--- src/vhc_pkg.sv ---
package vhc_pkg;
  // host clock figures
  localparam int CLK_NS = 25;
  // least hold of each strobe phase, in ns, and its cycle count
  localparam int T_PHASE_NS = 50;
  localparam int PHASE_CYC = (T_PHASE_NS + CLK_NS - 1) / CLK_NS;
  // least precharge with every strobe high
  localparam int T_PRECHG_NS = 60;
  localparam int PRECHG_CYC = (T_PRECHG_NS + CLK_NS - 1) / CLK_NS;
  // register byte offsets on the APB side
  localparam logic [7:0] OFS_CMD = 8'h00;
  localparam logic [7:0] OFS_ROW = 8'h04;
  localparam logic [7:0] OFS_COL = 8'h08;
  localparam logic [7:0] OFS_DATA = 8'h0C;
  localparam logic [7:0] OFS_MASK = 8'h10;
  localparam logic [7:0] OFS_LANES = 8'h14;
  localparam logic [7:0] OFS_STATUS = 8'h18;
  localparam logic [7:0] OFS_RDATA = 8'h1C;
  localparam logic [7:0] OFS_SCTRL = 8'h20;
  localparam logic [7:0] OFS_SDATA = 8'h24;
  // reset values
  localparam logic [1:0] LANES_RST = 2'h3;
  localparam logic [7:0] SDIV_RST = 8'h04;
  // field positions
  localparam int ST_BUSY = 0;
  localparam int ST_PERSIST = 1;
  localparam int ST_STOPMODE = 2;
  localparam int ST_HALF = 3;
  localparam int ST_TAPERR = 4;
  localparam int ST_SADDR = 8;
  localparam int SC_RUN = 0;
  localparam int SC_DIV = 8;
  // last split tap of each half that must not be used
  localparam logic [6:0] BAD_TAP = 7'h7F;

  // cycle types a command may request
  typedef enum logic [3:0] {
    CY_READ = 4'h0,
    CY_PLAIN_WRITE = 4'h1,
    CY_MASKED_WRITE = 4'h2,
    CY_AREA_FILL = 4'h3,
    CY_MASKED_FILL = 4'h4,
    CY_MASK_REG_LOAD = 4'h5,
    CY_COLOR_REG_LOAD = 4'h6,
    CY_FULL_XFER = 4'h7,
    CY_HALF_XFER = 4'h8,
    CY_REFRESH_STOP_SET = 4'h9,
    CY_REFRESH_OPT_RESET = 4'hA,
    CY_REFRESH_KEEP = 4'hB
  } vhc_cyc_t;

  // strobe sequencer states
  typedef enum logic [2:0] {
    S_IDLE = 3'h0,
    S_SETUP = 3'h1,
    S_ROW = 3'h2,
    S_COLSET = 3'h3,
    S_COL = 3'h4,
    S_RDOE = 3'h5,
    S_REL = 3'h6
  } vhc_state_t;
endpackage

--- src/vhc_ser_if.sv ---
`timescale 1ns/1ps
// link between the strobe sequencer and the serial clock generator
interface vhc_ser_if;
  logic pause; // park the serial clock low during a full transfer
  logic load; // one-cycle pulse: a full transfer completed
  logic [7:0] tap; // start location of that transfer
  logic [7:0] addr; // tracked serial address
  modport seq (output pause, output load, output tap, input addr);
  modport ser (input pause, input load, input tap, output addr);
endinterface

--- src/vhc_timer.sv ---
`timescale 1ns/1ps
// down counter that times one strobe phase
module vhc_timer #(
  parameter int W = 4
) (
  input wire logic clk,
  input wire logic rst,
  input wire logic load,
  input wire logic [W-1:0] value,
  output logic done
);
  logic [W-1:0] cnt_r; // cycles still to wait

  assign done = (cnt_r == '0);

  // reload wins over the count
  always_ff @(posedge clk) begin
    if (rst) begin
      cnt_r <= '0;
    end else if (load) begin
      cnt_r <= value;
    end else if (!done) begin
      cnt_r <= cnt_r - 1'b1;
    end
  end
endmodule

--- src/vhc_serial.sv ---
`timescale 1ns/1ps
// serial clock generator with host-side view of the serial address
module vhc_serial
  import vhc_pkg::*;
(
  input wire logic clk,
  input wire logic rst,
  input wire logic run,
  input wire logic [7:0] div,
  input wire logic [15:0] q_in,
  output logic sclk,
  output logic [15:0] word,
  vhc_ser_if.ser sif
);
  logic [7:0] cnt_r; // cycles left in this half period
  logic sclk_r; // driven serial clock level
  logic [7:0] addr_r; // expected serial address
  logic [15:0] word_r; // last word seen on the serial port
  logic tick; // half period elapsed
  logic stepping; // clock allowed to move

  // a full transfer freezes the serial clock low
  assign stepping = run && !sif.pause;
  assign tick = stepping && (cnt_r == 8'h00);
  assign sclk = sclk_r;
  assign word = word_r;
  assign sif.addr = addr_r;

  // half period counter, divider of zero treated as one
  always_ff @(posedge clk) begin
    if (rst || !stepping || tick) begin
      cnt_r <= (div == 8'h00) ? 8'h00 : div - 8'h01;
    end else begin
      cnt_r <= cnt_r - 8'h01;
    end
  end

  // clock edges; parked low when stopped
  always_ff @(posedge clk) begin
    if (rst || (!stepping && !sclk_r)) begin
      sclk_r <= 1'b0;
    end else if (tick || !stepping) begin
      sclk_r <= !sclk_r;
    end
  end

  // address follows every rising edge, output enable or not
  always_ff @(posedge clk) begin
    if (rst) begin
      addr_r <= 8'h00;
    end else if (sif.load) begin
      addr_r <= sif.tap;
    end else if (tick && !sclk_r) begin
      addr_r <= addr_r + 8'h01; // natural 8-bit wrap
    end
  end

  // sample the word at each timed falling edge, half a period after the rising edge; the fall that parks the clock low takes none
  always_ff @(posedge clk) begin
    if (rst) begin
      word_r <= 16'h0000;
    end else if (tick && sclk_r) begin
      word_r <= q_in;
    end
  end
endmodule

--- src/vhc_host.sv ---
// Decided for this implementation: the register offsets and the APB register port.
`timescale 1ns/1ps
module vhc_host
  import vhc_pkg::*;
#(
  parameter int BLOCK_COLS = 4 // 4 or 8 column fill option
) (
  input wire logic CLK_SYS,
  input wire logic SYS_RST,
  input wire logic PSEL,
  input wire logic PENABLE,
  input wire logic PWRITE,
  input wire logic [7:0] PADDR,
  input wire logic [31:0] PWDATA,
  output logic [31:0] PRDATA,
  output logic PREADY,
  output logic PSLVERR,
  output logic ROW_STROBE_N,
  output logic COL_STROBE_LO_N,
  output logic COL_STROBE_HI_N,
  output logic WRITE_STROBE_N,
  output logic FUNC_SELECT,
  output logic XFER_OE_SEL_N,
  output logic [8:0] ADDR,
  input wire logic [15:0] DRAM_IO_I,
  output logic [15:0] DRAM_IO_O,
  output logic [15:0] DRAM_IO_OE,
  output logic SERIAL_CLOCK,
  output logic SHIFT_PORT_OE_N,
  input wire logic [15:0] SHIFT_PORT_Q,
  input wire logic HALF_INDICATOR
);
  // software-visible registers
  logic [3:0] cmd_r; // cycle type of the command under way
  logic [8:0] row_r; // row address, also carries stop code
  logic [8:0] col_r; // column address or tap
  logic [15:0] data_r; // write data, column mask or colour
  logic [15:0] mask_r; // write mask offered at row fall
  logic [1:0] lanes_r; // byte lanes: bit0 low, bit1 high
  logic [15:0] rdata_r; // last word read back
  logic sc_run_r; // serial clock running
  logic [7:0] sdiv_r; // serial half period in clocks
  logic persist_r; // device is in persistent mask mode
  logic stopmode_r; // device is in stop-point mode
  logic taperr_r; // last command write while idle was a split with a bad tap
  logic shift_oe_r; // serial output enable, active high

  // sequencer and pin flops
  vhc_state_t state_r, state_nxt;
  logic ras_n_r, cas_lo_n_r, cas_hi_n_r, we_n_r, dsf_r, trg_n_r;
  logic [8:0] addr_r;
  logic [15:0] io_r;
  logic io_oe_r;
  logic ras_n_nxt, cas_lo_n_nxt, cas_hi_n_nxt, we_n_nxt, dsf_nxt;
  logic trg_n_nxt, io_oe_nxt;
  logic [8:0] addr_nxt;
  logic [15:0] io_nxt;

  // apb decode
  wire wr_acc = PSEL && PENABLE && PWRITE;
  wire rd_sel = PSEL && !PWRITE;
  wire hit_cmd = (PADDR == OFS_CMD);
  wire hit_row = (PADDR == OFS_ROW);
  wire hit_col = (PADDR == OFS_COL);
  wire hit_data = (PADDR == OFS_DATA);
  wire hit_mask = (PADDR == OFS_MASK);
  wire hit_lanes = (PADDR == OFS_LANES);
  wire hit_status = (PADDR == OFS_STATUS);
  wire hit_rdata = (PADDR == OFS_RDATA);
  wire hit_sctrl = (PADDR == OFS_SCTRL);
  wire hit_sdata = (PADDR == OFS_SDATA);
  wire mapped = hit_cmd || hit_row || hit_col || hit_data || hit_mask ||
    hit_lanes || hit_status || hit_rdata || hit_sctrl || hit_sdata;
  wire busy = (state_r != S_IDLE);

  // a command is taken only while idle and for a known type
  wire [3:0] new_cyc = PWDATA[3:0];
  wire known = (new_cyc <= CY_REFRESH_KEEP);
  wire bad_tap = (new_cyc == CY_HALF_XFER) &&
    (col_r[6:0] == BAD_TAP);
  wire go = wr_acc && hit_cmd && !busy && known && !bad_tap;

  // cycle class of the command in flight; the command being taken
  // counts already, so the first setup cycle shows its own levels
  // rather than those left over from the previous command
  wire [3:0] cyc = go ? new_cyc : cmd_r;
  wire c_read = (cyc == CY_READ);
  wire c_mwr = (cyc == CY_MASKED_WRITE);
  wire c_fill = (cyc == CY_AREA_FILL);
  wire c_mfill = (cyc == CY_MASKED_FILL);
  wire c_mload = (cyc == CY_MASK_REG_LOAD);
  wire c_cload = (cyc == CY_COLOR_REG_LOAD);
  wire c_full = (cyc == CY_FULL_XFER);
  wire c_half = (cyc == CY_HALF_XFER);
  wire c_sset = (cyc == CY_REFRESH_STOP_SET);
  wire c_ores = (cyc == CY_REFRESH_OPT_RESET);
  wire c_keep = (cyc == CY_REFRESH_KEEP);
  wire c_ref = c_sset || c_ores || c_keep;
  wire c_xfer = c_full || c_half;
  wire c_blk = c_fill || c_mfill;
  wire c_wr = !c_read && !c_xfer && !c_ref;
  // row-time levels
  wire we_row_low = c_mwr || c_mfill || c_sset;
  wire dsf_row = c_half || c_mload || c_cload || c_sset || c_keep;
  // column-time select: fills and colour load
  wire dsf_col = c_blk || c_cload;
  // block address keeps A8 down to A2 or A3
  wire [8:0] blk_keep = (BLOCK_COLS == 8) ? 9'h1F8 : 9'h1FC;
  wire [8:0] col_addr = c_blk ? (col_r & blk_keep) : col_r;
  // stop code is row A4-A7, other bits zero
  wire [8:0] row_addr = c_sset ? {1'b0, row_r[7:4], 4'h0} : row_r;
  // row-time data: write mask for masked cycles
  wire row_io_oe = c_mwr || c_mfill;
  // column mask in fills, low bits only
  wire [15:0] fill_msk = (BLOCK_COLS == 8) ? 16'h00FF : 16'h000F;
  wire [15:0] col_io = c_blk ? (data_r & fill_msk) : data_r;

  // phase timer
  logic t_done;
  wire t_load = (state_nxt != state_r);
  wire [3:0] t_val = (state_nxt == S_REL) ? 4'(PRECHG_CYC - 1) :
    4'(PHASE_CYC - 1);
  vhc_timer #(.W(4)) u_timer (
    .clk(CLK_SYS),
    .rst(SYS_RST),
    .load(t_load),
    .value(t_val),
    .done(t_done)
  );

  // serial side; clock parked low across a full transfer
  vhc_ser_if sif ();
  logic [15:0] sword;
  assign sif.pause = c_full && busy;
  assign sif.load = c_full && (state_r == S_REL) && (state_nxt == S_IDLE);
  assign sif.tap = col_r[7:0];
  vhc_serial u_serial (
    .clk(CLK_SYS),
    .rst(SYS_RST),
    .run(sc_run_r),
    .div(sdiv_r),
    .q_in(SHIFT_PORT_Q),
    .sclk(SERIAL_CLOCK),
    .word(sword),
    .sif(sif.ser)
  );

  // next state of the strobe sequence
  always_comb begin
    state_nxt = state_r;
    case (state_r)
      S_IDLE: begin
        if (go) begin
          state_nxt = S_SETUP;
        end
      end
      S_SETUP: begin
        if (t_done) begin
          state_nxt = S_ROW;
        end
      end
      S_ROW: begin
        // refresh has no column phase
        if (t_done) begin
          state_nxt = c_ref ? S_REL : S_COLSET;
        end
      end
      S_COLSET: begin
        if (t_done) begin
          state_nxt = S_COL;
        end
      end
      S_COL: begin
        if (t_done) begin
          state_nxt = c_read ? S_RDOE : S_REL;
        end
      end
      S_RDOE: begin
        if (t_done) begin
          state_nxt = S_REL;
        end
      end
      S_REL: begin
        if (t_done) begin
          state_nxt = S_IDLE;
        end
      end
      default: begin
        state_nxt = S_IDLE;
      end
    endcase
  end

  // pin levels for the coming state
  always_comb begin
    ras_n_nxt = 1'b1;
    cas_lo_n_nxt = 1'b1;
    cas_hi_n_nxt = 1'b1;
    we_n_nxt = 1'b1;
    dsf_nxt = 1'b0;
    trg_n_nxt = 1'b1;
    addr_nxt = addr_r;
    io_nxt = io_r;
    io_oe_nxt = 1'b0;
    case (state_nxt)
      S_SETUP, S_ROW: begin
        // refresh needs the columns down before the row
        cas_lo_n_nxt = !c_ref;
        cas_hi_n_nxt = !c_ref;
        // transfer select low only for transfers, never in refresh,
        // so the reserved all-low pattern cannot appear
        trg_n_nxt = !c_xfer;
        we_n_nxt = !we_row_low;
        dsf_nxt = dsf_row;
        addr_nxt = row_addr;
        io_nxt = mask_r;
        io_oe_nxt = row_io_oe;
        ras_n_nxt = (state_nxt != S_ROW);
      end
      S_COLSET, S_COL: begin
        ras_n_nxt = 1'b0;
        trg_n_nxt = !c_xfer;
        dsf_nxt = dsf_col;
        addr_nxt = col_addr;
        io_nxt = col_io;
        io_oe_nxt = c_wr;
        // write strobe falls first, so data is latched at col fall
        we_n_nxt = !c_wr;
        // both lanes for transfers, chosen lanes otherwise
        cas_lo_n_nxt = !((state_nxt == S_COL) && (c_xfer || lanes_r[0]));
        cas_hi_n_nxt = !((state_nxt == S_COL) && (c_xfer || lanes_r[1]));
      end
      S_RDOE: begin
        // read: output enable low once both strobes are down
        ras_n_nxt = 1'b0;
        cas_lo_n_nxt = !lanes_r[0];
        cas_hi_n_nxt = !lanes_r[1];
        trg_n_nxt = 1'b0;
        addr_nxt = col_addr;
      end
      default: begin
        // precharge and idle: everything released
      end
    endcase
  end

  // sequencer and pin flops; strobes idle high
  always_ff @(posedge CLK_SYS) begin
    if (SYS_RST) begin
      state_r <= S_IDLE;
      ras_n_r <= 1'b1;
      cas_lo_n_r <= 1'b1;
      cas_hi_n_r <= 1'b1;
      we_n_r <= 1'b1;
      dsf_r <= 1'b0;
      trg_n_r <= 1'b1;
      addr_r <= 9'h000;
      io_r <= 16'h0000;
      io_oe_r <= 1'b0;
    end else begin
      state_r <= state_nxt;
      ras_n_r <= ras_n_nxt;
      cas_lo_n_r <= cas_lo_n_nxt;
      cas_hi_n_r <= cas_hi_n_nxt;
      we_n_r <= we_n_nxt;
      dsf_r <= dsf_nxt;
      trg_n_r <= trg_n_nxt;
      addr_r <= addr_nxt;
      io_r <= io_nxt;
      io_oe_r <= io_oe_nxt;
    end
  end

  // read data taken at the end of the output-enable phase
  always_ff @(posedge CLK_SYS) begin
    if (SYS_RST) begin
      rdata_r <= 16'h0000;
    end else if (state_r == S_RDOE && t_done) begin
      rdata_r <= DRAM_IO_I;
    end
  end

  // host copy of device modes, updated when the cycle finishes
  wire fin = (state_r == S_REL) && (state_nxt == S_IDLE);
  always_ff @(posedge CLK_SYS) begin
    if (SYS_RST) begin
      persist_r <= 1'b0;
      stopmode_r <= 1'b0;
    end else if (fin) begin
      if (c_mload) begin
        persist_r <= 1'b1;
      end else if (c_ores) begin
        persist_r <= 1'b0;
        stopmode_r <= 1'b0;
      end else if (c_sset) begin
        stopmode_r <= 1'b1;
      end
    end
  end

  // software registers; cmd_r latches only on an accepted go, operand fields whenever idle
  always_ff @(posedge CLK_SYS) begin
    if (SYS_RST) begin
      cmd_r <= 4'h0;
      row_r <= 9'h000;
      col_r <= 9'h000;
      data_r <= 16'h0000;
      mask_r <= 16'h0000;
      lanes_r <= LANES_RST;
      sc_run_r <= 1'b0;
      sdiv_r <= SDIV_RST;
      shift_oe_r <= 1'b0;
      taperr_r <= 1'b0;
    end else if (wr_acc) begin
      // address fields are frozen while a cycle is on the pins
      if (hit_cmd && go) begin
        cmd_r <= new_cyc;
      end
      if (hit_cmd && !busy) begin
        taperr_r <= bad_tap;
      end
      if (hit_row && !busy) begin
        row_r <= PWDATA[8:0];
      end
      if (hit_col && !busy) begin
        col_r <= PWDATA[8:0];
      end
      if (hit_data && !busy) begin
        data_r <= PWDATA[15:0];
      end
      if (hit_mask && !busy) begin
        mask_r <= PWDATA[15:0];
      end
      if (hit_lanes && !busy) begin
        lanes_r <= PWDATA[1:0];
      end
      if (hit_sctrl) begin
        sc_run_r <= PWDATA[SC_RUN];
        shift_oe_r <= PWDATA[SC_RUN + 1];
        sdiv_r <= PWDATA[SC_DIV +: 8];
      end
    end
  end

  // status word; half flag read back from the device
  wire [31:0] status = {16'h0000, sif.addr, 3'h0, taperr_r,
    HALF_INDICATOR && shift_oe_r, stopmode_r, persist_r, busy};

  // read mux
  wire [31:0] rd_mux =
    hit_cmd ? {28'h0000000, cmd_r} :
    hit_row ? {23'h000000, row_r} :
    hit_col ? {23'h000000, col_r} :
    hit_data ? {16'h0000, data_r} :
    hit_mask ? {16'h0000, mask_r} :
    hit_lanes ? {30'h00000000, lanes_r} :
    hit_status ? status :
    hit_rdata ? {16'h0000, rdata_r} :
    hit_sctrl ? {16'h0000, sdiv_r, 6'h00, shift_oe_r, sc_run_r} :
    hit_sdata ? {16'h0000, sword} : 32'h00000000;

  assign PRDATA = (rd_sel && mapped) ? rd_mux : 32'h00000000;
  assign PREADY = 1'b1;
  assign PSLVERR = PSEL && PENABLE && !mapped;

  // pins
  assign ROW_STROBE_N = ras_n_r;
  assign COL_STROBE_LO_N = cas_lo_n_r;
  assign COL_STROBE_HI_N = cas_hi_n_r;
  assign WRITE_STROBE_N = we_n_r;
  assign FUNC_SELECT = dsf_r;
  assign XFER_OE_SEL_N = trg_n_r;
  assign ADDR = addr_r;
  assign DRAM_IO_O = io_r;
  assign DRAM_IO_OE = {16{io_oe_r}};
  assign SHIFT_PORT_OE_N = !shift_oe_r;
endmodule

--- config.mk ---
export PLATFORM = sky130hd
export DESIGN_NAME = vhc_host
export DESIGN_NICKNAME = d
export VERILOG_FILES = /design/src/vhc_pkg.sv /design/src/vhc_ser_if.sv /design/src/vhc_timer.sv /design/src/vhc_serial.sv /design/src/vhc_host.sv
export SDC_FILE = /design/constraint.sdc
export NUM_CORES = 1
export LEC_CHECK = 0
export ABC_CLOCK_PERIOD_IN_PS = 4050
export BUFFER_PORTS_ARGS = -buffer_cell sky130_fd_sc_hd__buf_2
export CAP_MARGIN = 20
export CORE_MARGIN = 1.5
export CORE_UTILIZATION = 50
export CTS_CLUSTER_DIAMETER = 30
export DETAILED_ROUTE_END_ITERATION = 10
export PLACE_DENSITY = 0.74
export SYNTH_ARGS = -nofsm -noshare
export SYNTH_HDL_FRONTEND = slang
export SYNTH_HIERARCHICAL = 1
export SYNTH_SLANG_ARGS = --single-unit
--- constraint.sdc ---
create_clock -name CLK_SYS -period 4.05 [get_ports CLK_SYS]
set_input_delay 0.2025 -clock CLK_SYS [delete_from_list [all_inputs] [get_ports CLK_SYS]]
set_output_delay 0.2025 -clock CLK_SYS [all_outputs]
set_load 0.005 [all_outputs]
Word level (Yosys, flattened, before mapping)
Index checks and enable logic that the tools add are counted.
{"block": "totals", "register_bits": 157, "inputBits": 78, "out_inout_bits": 83, "elab_cells": 217}
{"block": "classes", "addsub": 4, "magnitude_cmp": 1, "eq_ne": 36, "mux": 45, "n_bitwise": 1, "n_reduce_logical": 102}
{"op": "$mux W16", "count": 12}
{"op": "$eq A8 B5 Y1 const B", "count": 4}
{"op": "$logic_and A1 B1 Y1", "count": 32}
{"op": "$mux W8", "count": 4}
{"op": "$pmux W16 S2", "count": 1}
{"op": "$logic_or A1 B1 Y1", "count": 26}
{"op": "$logic_not A8 Y1", "count": 3}
{"op": "$mux W3", "count": 8}
{"op": "$pmux W3 S7", "count": 1}
{"op": "$eq A4 B4 Y1 const B", "count": 5}
{"op": "$eq A3 B3 Y1 const B", "count": 6}
{"op": "$pmux W9 S2", "count": 1}
{"op": "$reduce_and A2 Y1", "count": 9}
{"op": "$logic_not A1 Y1", "count": 17}
{"op": "$eq A4 B3 Y1 const B", "count": 4}
{"op": "$eq A8 B4 Y1 const B", "count": 2}
{"op": "$eq A8 B6 Y1 const B", "count": 2}
{"op": "$sub A8 B1 Y8 const B", "count": 2}
{"op": "$eq A3 B2 Y1 const B", "count": 4}
{"op": "$mux W4", "count": 3}
{"op": "$pmux W1 S2", "count": 5}
{"op": "$reduce_bool A2 Y1", "count": 5}
{"op": "$mux W9", "count": 1}
{"op": "$add A8 B1 Y8 const B", "count": 1}
{"op": "20 further kinds", "count": 31}

Logic depth before layout (Yosys ltp)
{"block": "depth", "word_depth": 17, "ltp_mapped": 14, "depth_no_buf": 12}

Cells and area by module
Netlist, hierarchy kept.
{"module": "vhc_host", "instances": 1, "cells_per_inst": 821, "area_per_inst_um2": 6273.5, "seq_area_each_um2": 2402.3}
{"module": "vhc_serial", "instances": 1, "cells_per_inst": 171, "area_per_inst_um2": 1596.5, "seq_area_each_um2": 660.6}
{"module": "vhc_timer", "instances": 1, "cells_per_inst": 24, "area_per_inst_um2": 229.0, "seq_area_each_um2": 80.1}

Worst setup path after synthesis
OpenSTA, ideal clock, no wires.
{"block": "synth_timing", "path_type": "register to register", "start": "register state_r[2]", "end": "register u_serial.addr_r[6], in the netlist u_serial/sif.addr[6]", "setup_time_ns": 0.091, "arrival_time_ns": 2.951, "required_ns": 3.959, "slack_ns": 1.008, "path_stages_with_launch": 11, "n_path_buf": 0, "synth_period_minus_slack_ns": 3.042, "cell_sequence": "dfxtp_1 > nor3_2 > nand4_2 > nor3_1 > a21oi_1 > nand2_1 > nor2_1 > nor3b_1 > nand3_2 > or4_1 > a311oi_1"}
{"block": "synth_between", "elab_cells_between_ends": 40, "cone_classes": "10 x eq/ne; 12 x mux; 18 x reduce/logical"}
{"element": "start: declaration", "line": "vhc_host.sv:49", "rtl": "vhc_state_t state_r, state_nxt;"}
{"element": "start signal: assignment", "line": "vhc_host.sv:261", "rtl": "state_r <= state_nxt;"}
{"element": "$reduce_bool A3 Y1 *", "line": "vhc_host.sv:74", "rtl": "wire busy = (state_r != S_IDLE);"}
{"element": "$logic_not A1 Y1", "line": "vhc_host.sv:81", "rtl": "wire go = wr_acc && hit_cmd && !busy && known && !bad_tap;"}
{"element": "$logic_and A1 B1 Y1 (3 in a row)", "line": "vhc_host.sv:81"}
{"element": "$mux W4", "line": "vhc_host.sv:86", "rtl": "wire [3:0] cyc = go ? new_cyc : cmd_r;"}
{"element": "$eq A4 B3 Y1", "line": "vhc_host.sv:93", "rtl": "wire c_full = (cyc == CY_FULL_XFER);"}
{"element": "$logic_and A1 B1 Y1 *", "line": "vhc_host.sv:134", "rtl": "assign sif.pause = c_full && busy;"}
{"element": "via sif.pause", "line": "vhc_ser_if.sv:4", "rtl": "logic pause;"}
{"element": "$logic_not A1 Y1 *", "line": "vhc_serial.sv:23", "rtl": "assign stepping = run && !sif.pause;"}
{"element": "$logic_and A1 B1 Y1 *", "line": "vhc_serial.sv:23"}
{"element": "$logic_and A1 B1 Y1 *", "line": "vhc_serial.sv:24", "rtl": "assign tick = stepping && (cnt_r == 8'h00);"}
{"element": "$logic_and A1 B1 Y1 *", "line": "vhc_serial.sv:53", "rtl": "end else if (tick && !sclk_r) begin"}
{"element": "$reduce_bool A2 Y1 (no line) *"}
{"element": "end signal: assignment", "line": "vhc_serial.sv:52", "rtl": "addr_r <= sif.tap;"}
{"element": "end signal: assignment", "line": "vhc_serial.sv:54", "rtl": "addr_r <= addr_r + 8'h01;"}
{"element": "end: declaration", "line": "vhc_serial.sv:17", "rtl": "logic [7:0] addr_r;"}
The timed path passes the listed nets; every way through them passes the cells marked *.
A chain may end at the register's enable or synchronous reset.

Worst setup path in the final report
Ends and elaborated chain as after synthesis.

==> results.md <==
* Status: finished with violations
* Failing checks: hold timing
* Cts hold-fix bufs at 1
* Arrival time worst endpoint at 3.87 ns
* Max-cap viol count at 0
* Synth warnings at 6
* Crit Path Max Fanout at 14
* Time the worst path needs with I/O delays and setup at 3.53 ns
* CP startpoint: state_r[2]
* Total negative setup slack at 0 ns
* Kind of critical path: register to register
* Proportion of layout cells with a drive suffix above 1 at 18.8%
* Cell Rows at 46
* CTS Buf Count at 17
* Clk sinks at 157
* Sw Share at 23.6%
* Count of state elements after synthesis at 157
* Ant diodes at 0
* Power Dens Cells at 372 nW/um2
* Core area at 15800 um2
* Layout Nets at 1185
* Final wirelength at 24.6 mm
* IO buf count at 127
* Worst R2R Setup Slack at 0.52 ns
* Worst path max stage delay at 0.55 ns
* Post-route DRC at 0
* Chip Width at 130 um
* First-pass GRT wire length at 38.0 mm
* CP endpoint kind: register
* Non-filler instance count after layout at 1330
* Seq pwr share at 45.5%
* Sequential share of the synthesized area at 38.8%
* Syn Inst Count at 1016
* CP max-delay cell: or4_1
* Die area at 17000 um2
* Buffers and inverters on the worst path at 0
* CP Cell Sequence: nor3_2 -> nand4_2 -> a211o_1 -> mux2i_1 -> nand2_1 -> nor2_1 -> nor3b_1 -> nand3_2 -> or4_1 -> a311oi_1
* Placed insts at 1296
* TritonRoute pass-1 iters at 7
* Slew margin rel. at 40.8%
* Ys async rst share at 0%
* Detail Route Antenna Nets at 0
* RR Startpoint: state_r[2]
* RSZ-0062 raised after global routing: no
* Worst hold slack at -0.00397 ns
* Post-CTS sizing at 0
* Unique cell type count in the Yosys netlist at 75
* DPL Wire Length at 17.6 mm
* Die height at 130 um
* Synth Area per Inst at 7.97 um2
* Clock Power Share at 47.1%
* Maximum VDD drop at 0.306 mV
* Int Power at 2640 uW
* Filler cells at 1450
* Commonest cells in the netlist: nand2_1, dfxtp_1, a21oi_1
* Total Routing Usage GR at 29.3%
* Gate power share at 7.4%
* Clk Tree Root Cell: clkbuf_16
* Max Transition Viols Final at 0
* Final setup fails at 0
* Iter 0 DRT Violations at 754
* Worst path depth at 10
* Max clock buf depth at 2
* Crit path launch type: register
* Synth-to-Final Area Change at 14.6%
* Post-Syn Area at 8100 um2
* Via count at 7946
* Post-synth EDFFs at 0
* Fin crit share at 87.1%
* Static Leak at 0.00364 uW
* Setup Fix Bufs, Post-CTS at 0
* Antenna violations before repair at 0
* CP Data Required Time at 4.39 ns
* FF-to-FF End: u_serial/sif.addr[6]
* Wire per inst at 18.5 um
* Post-synth top area cell: dfxtp_1
* Hold crit path type: input pin to register
* CP endpoint: u_serial/sif.addr[6]
* Top FF cell, synth: dfxtp_1
* Final RePlAce weighted congestion at 0.970
* Vias per cell at 5.97
* FMAX at 283 MHz
* Largest cells by area after synthesis: dfxtp_1, nand2_1, a21oi_1
* Vias in the first global route at 7288
* Final hold vios at 2
* Clk_skew at 0.00716 ns
* Reg clk slew, reported paths at 0.06 ns
* P_sw at 814 uW
* Yosys top cell area share at 38.8%
* Reg2reg path depth at 10
* Largest net degree at the start of global routing at 80
* CTS tree: yes
* Count leader, synth: nand2_1
* Top delay family on crit path: simple AND/OR/NAND/NOR gates
* # IOs at 161
* CTS HTree Levels at 4
* Skew-Pair Late Insertion Delay at 0.44 ns
* Initial Util at 51.2%
* Grt ovf at 0
* Worst-Margin Slew at 0.885 ns
-- final cells by class --
type / count / area (um2) / area share (%)
repair buffers: 145 / 773 / 8.33
clock buffers: 23 / 488 / 5.26
well taps: 216 / 270 / 2.91
inverters: 23 / 86.3 / 0.930
multi-input cells: 757 / 4410 / 47.5
clock inverters: 9 / 108 / 1.16
flip-flops and latches: 157 / 3140 / 33.9
-- kinds of logic after synthesis --
logic type / Yosys count / share of synthesized area (%)
adder cells (fa/ha/maj): 6 / 0.927
flip-flops: 157 / 38.8
buffers and inverters: 119 / 7.51
AO/OA/AOI/OAI: 243 / 19.6
multiplexers: 46 / 5.79
other: 2 / 0.0927
XOR/XNOR: 19 / 2.05
AND/OR/NAND/NOR: 424 / 25.2
-- flip-flops by register name (all words and copies together), names as in the netlist, 8 cells and up --
register,count
DRAM_IO_O,16
rdata_r,16
mask_r,16
u_serial/word,16
u_serial/cnt_r,8
row_r,9
sdiv_r,8
data_r,16
u_serial/sif.addr,8
ADDR,9
col_r,9
-- layout by cell type (no fill, tap or decap), types with 5 or more instances in the layout --
cell type	netlist	final
clkbuf_16	0	17
xnor2_1	12	12
nand2_1	186	186
a311oi_1	5	5
o31ai_1	6	6
or3_1	6	6
mux2i_1	42	42
a22o_1	6	6
dfxtp_1	157	157
nor2b_1	8	8
nor3_1	21	21
nand3_1	45	45
and3_1	6	6
ha_1	6	6
nor2_1	88	88
a31oi_1	6	6
a21oi_1	111	111
nand3b_1	5	5
buf_2	6	126
a32oi_1	9	9
nand4_1	10	10
xor2_1	7	7
a22oi_1	6	6
a221oi_1	11	11
a222oi_1	7	7
o21ai_0	22	22
conb_1	2	19
o22ai_1	12	12
inv_1	23	23
buf_4	33	17
a211oi_1	9	9
-- metrics by stage --
step	utilization [%]	total power (uW)	hold WS, ns	setup slack (ns)	area (um2)
finish	58.6	3450	-0.00397	0.521	9280
global route	58.6	3540	0.00284	0.339	9280
CTS	58.6	3460	0.000209	0.598	9280
detailed placement	54.8	1860	0.439	0.609	8670
global placement	54.8	1850	0.432	0.650	8670
floorplan	-	1780	0.282	1.01	8160
-- routing by layer --
metal	global-route usage (%)	wire length (um)	vias up
met5	0	0	-
met4	15.0	1010	0
met3	4.63	1800	76
met2	50.0	11800	384
met1	35.8	9970	3756
li1	-	-	3730
-- power groups by stage --
stage / combinational [uW] / clock, uW / sequential, uW
after floorplan: 178 / 0 / 1600
after global placement: 248 / 0 / 1610
after detailed placement: 252 / 0 / 1610
after CTS: 254 / 1630 / 1570
after global routing: 278 / 1690 / 1570
final: 255 / 1630 / 1570
-- how the worst min path moves through the flow --
| stage | start | slack, ns | endpoint | cells past startpoint |
|---|---|---|---|---|
| after floorplan | SYS_RST | 0.28 | u_timer/cnt_r[2] | 1 |
| after global routing | SHIFT_PORT_Q[13] | 0.003 | u_serial/word[13] | 3 |
| after CTS | SHIFT_PORT_Q[5] | 0.0002 | u_serial/word[5] | 3 |
| final | DRAM_IO_I[7] | -0.004 | rdata_r[7] | 3 |
| after detailed placement | SHIFT_PORT_Q[7] | 0.44 | u_serial/word[7] | 3 |
| after global placement | SHIFT_PORT_Q[7] | 0.43 | u_serial/word[7] | 3 |
-- worst min-delay path: stages --
cell and delay [ns]:
buf_2 0.09, nand2_1 0.04, a21oi_1 0.05
(Power assumes the default switching activity.)
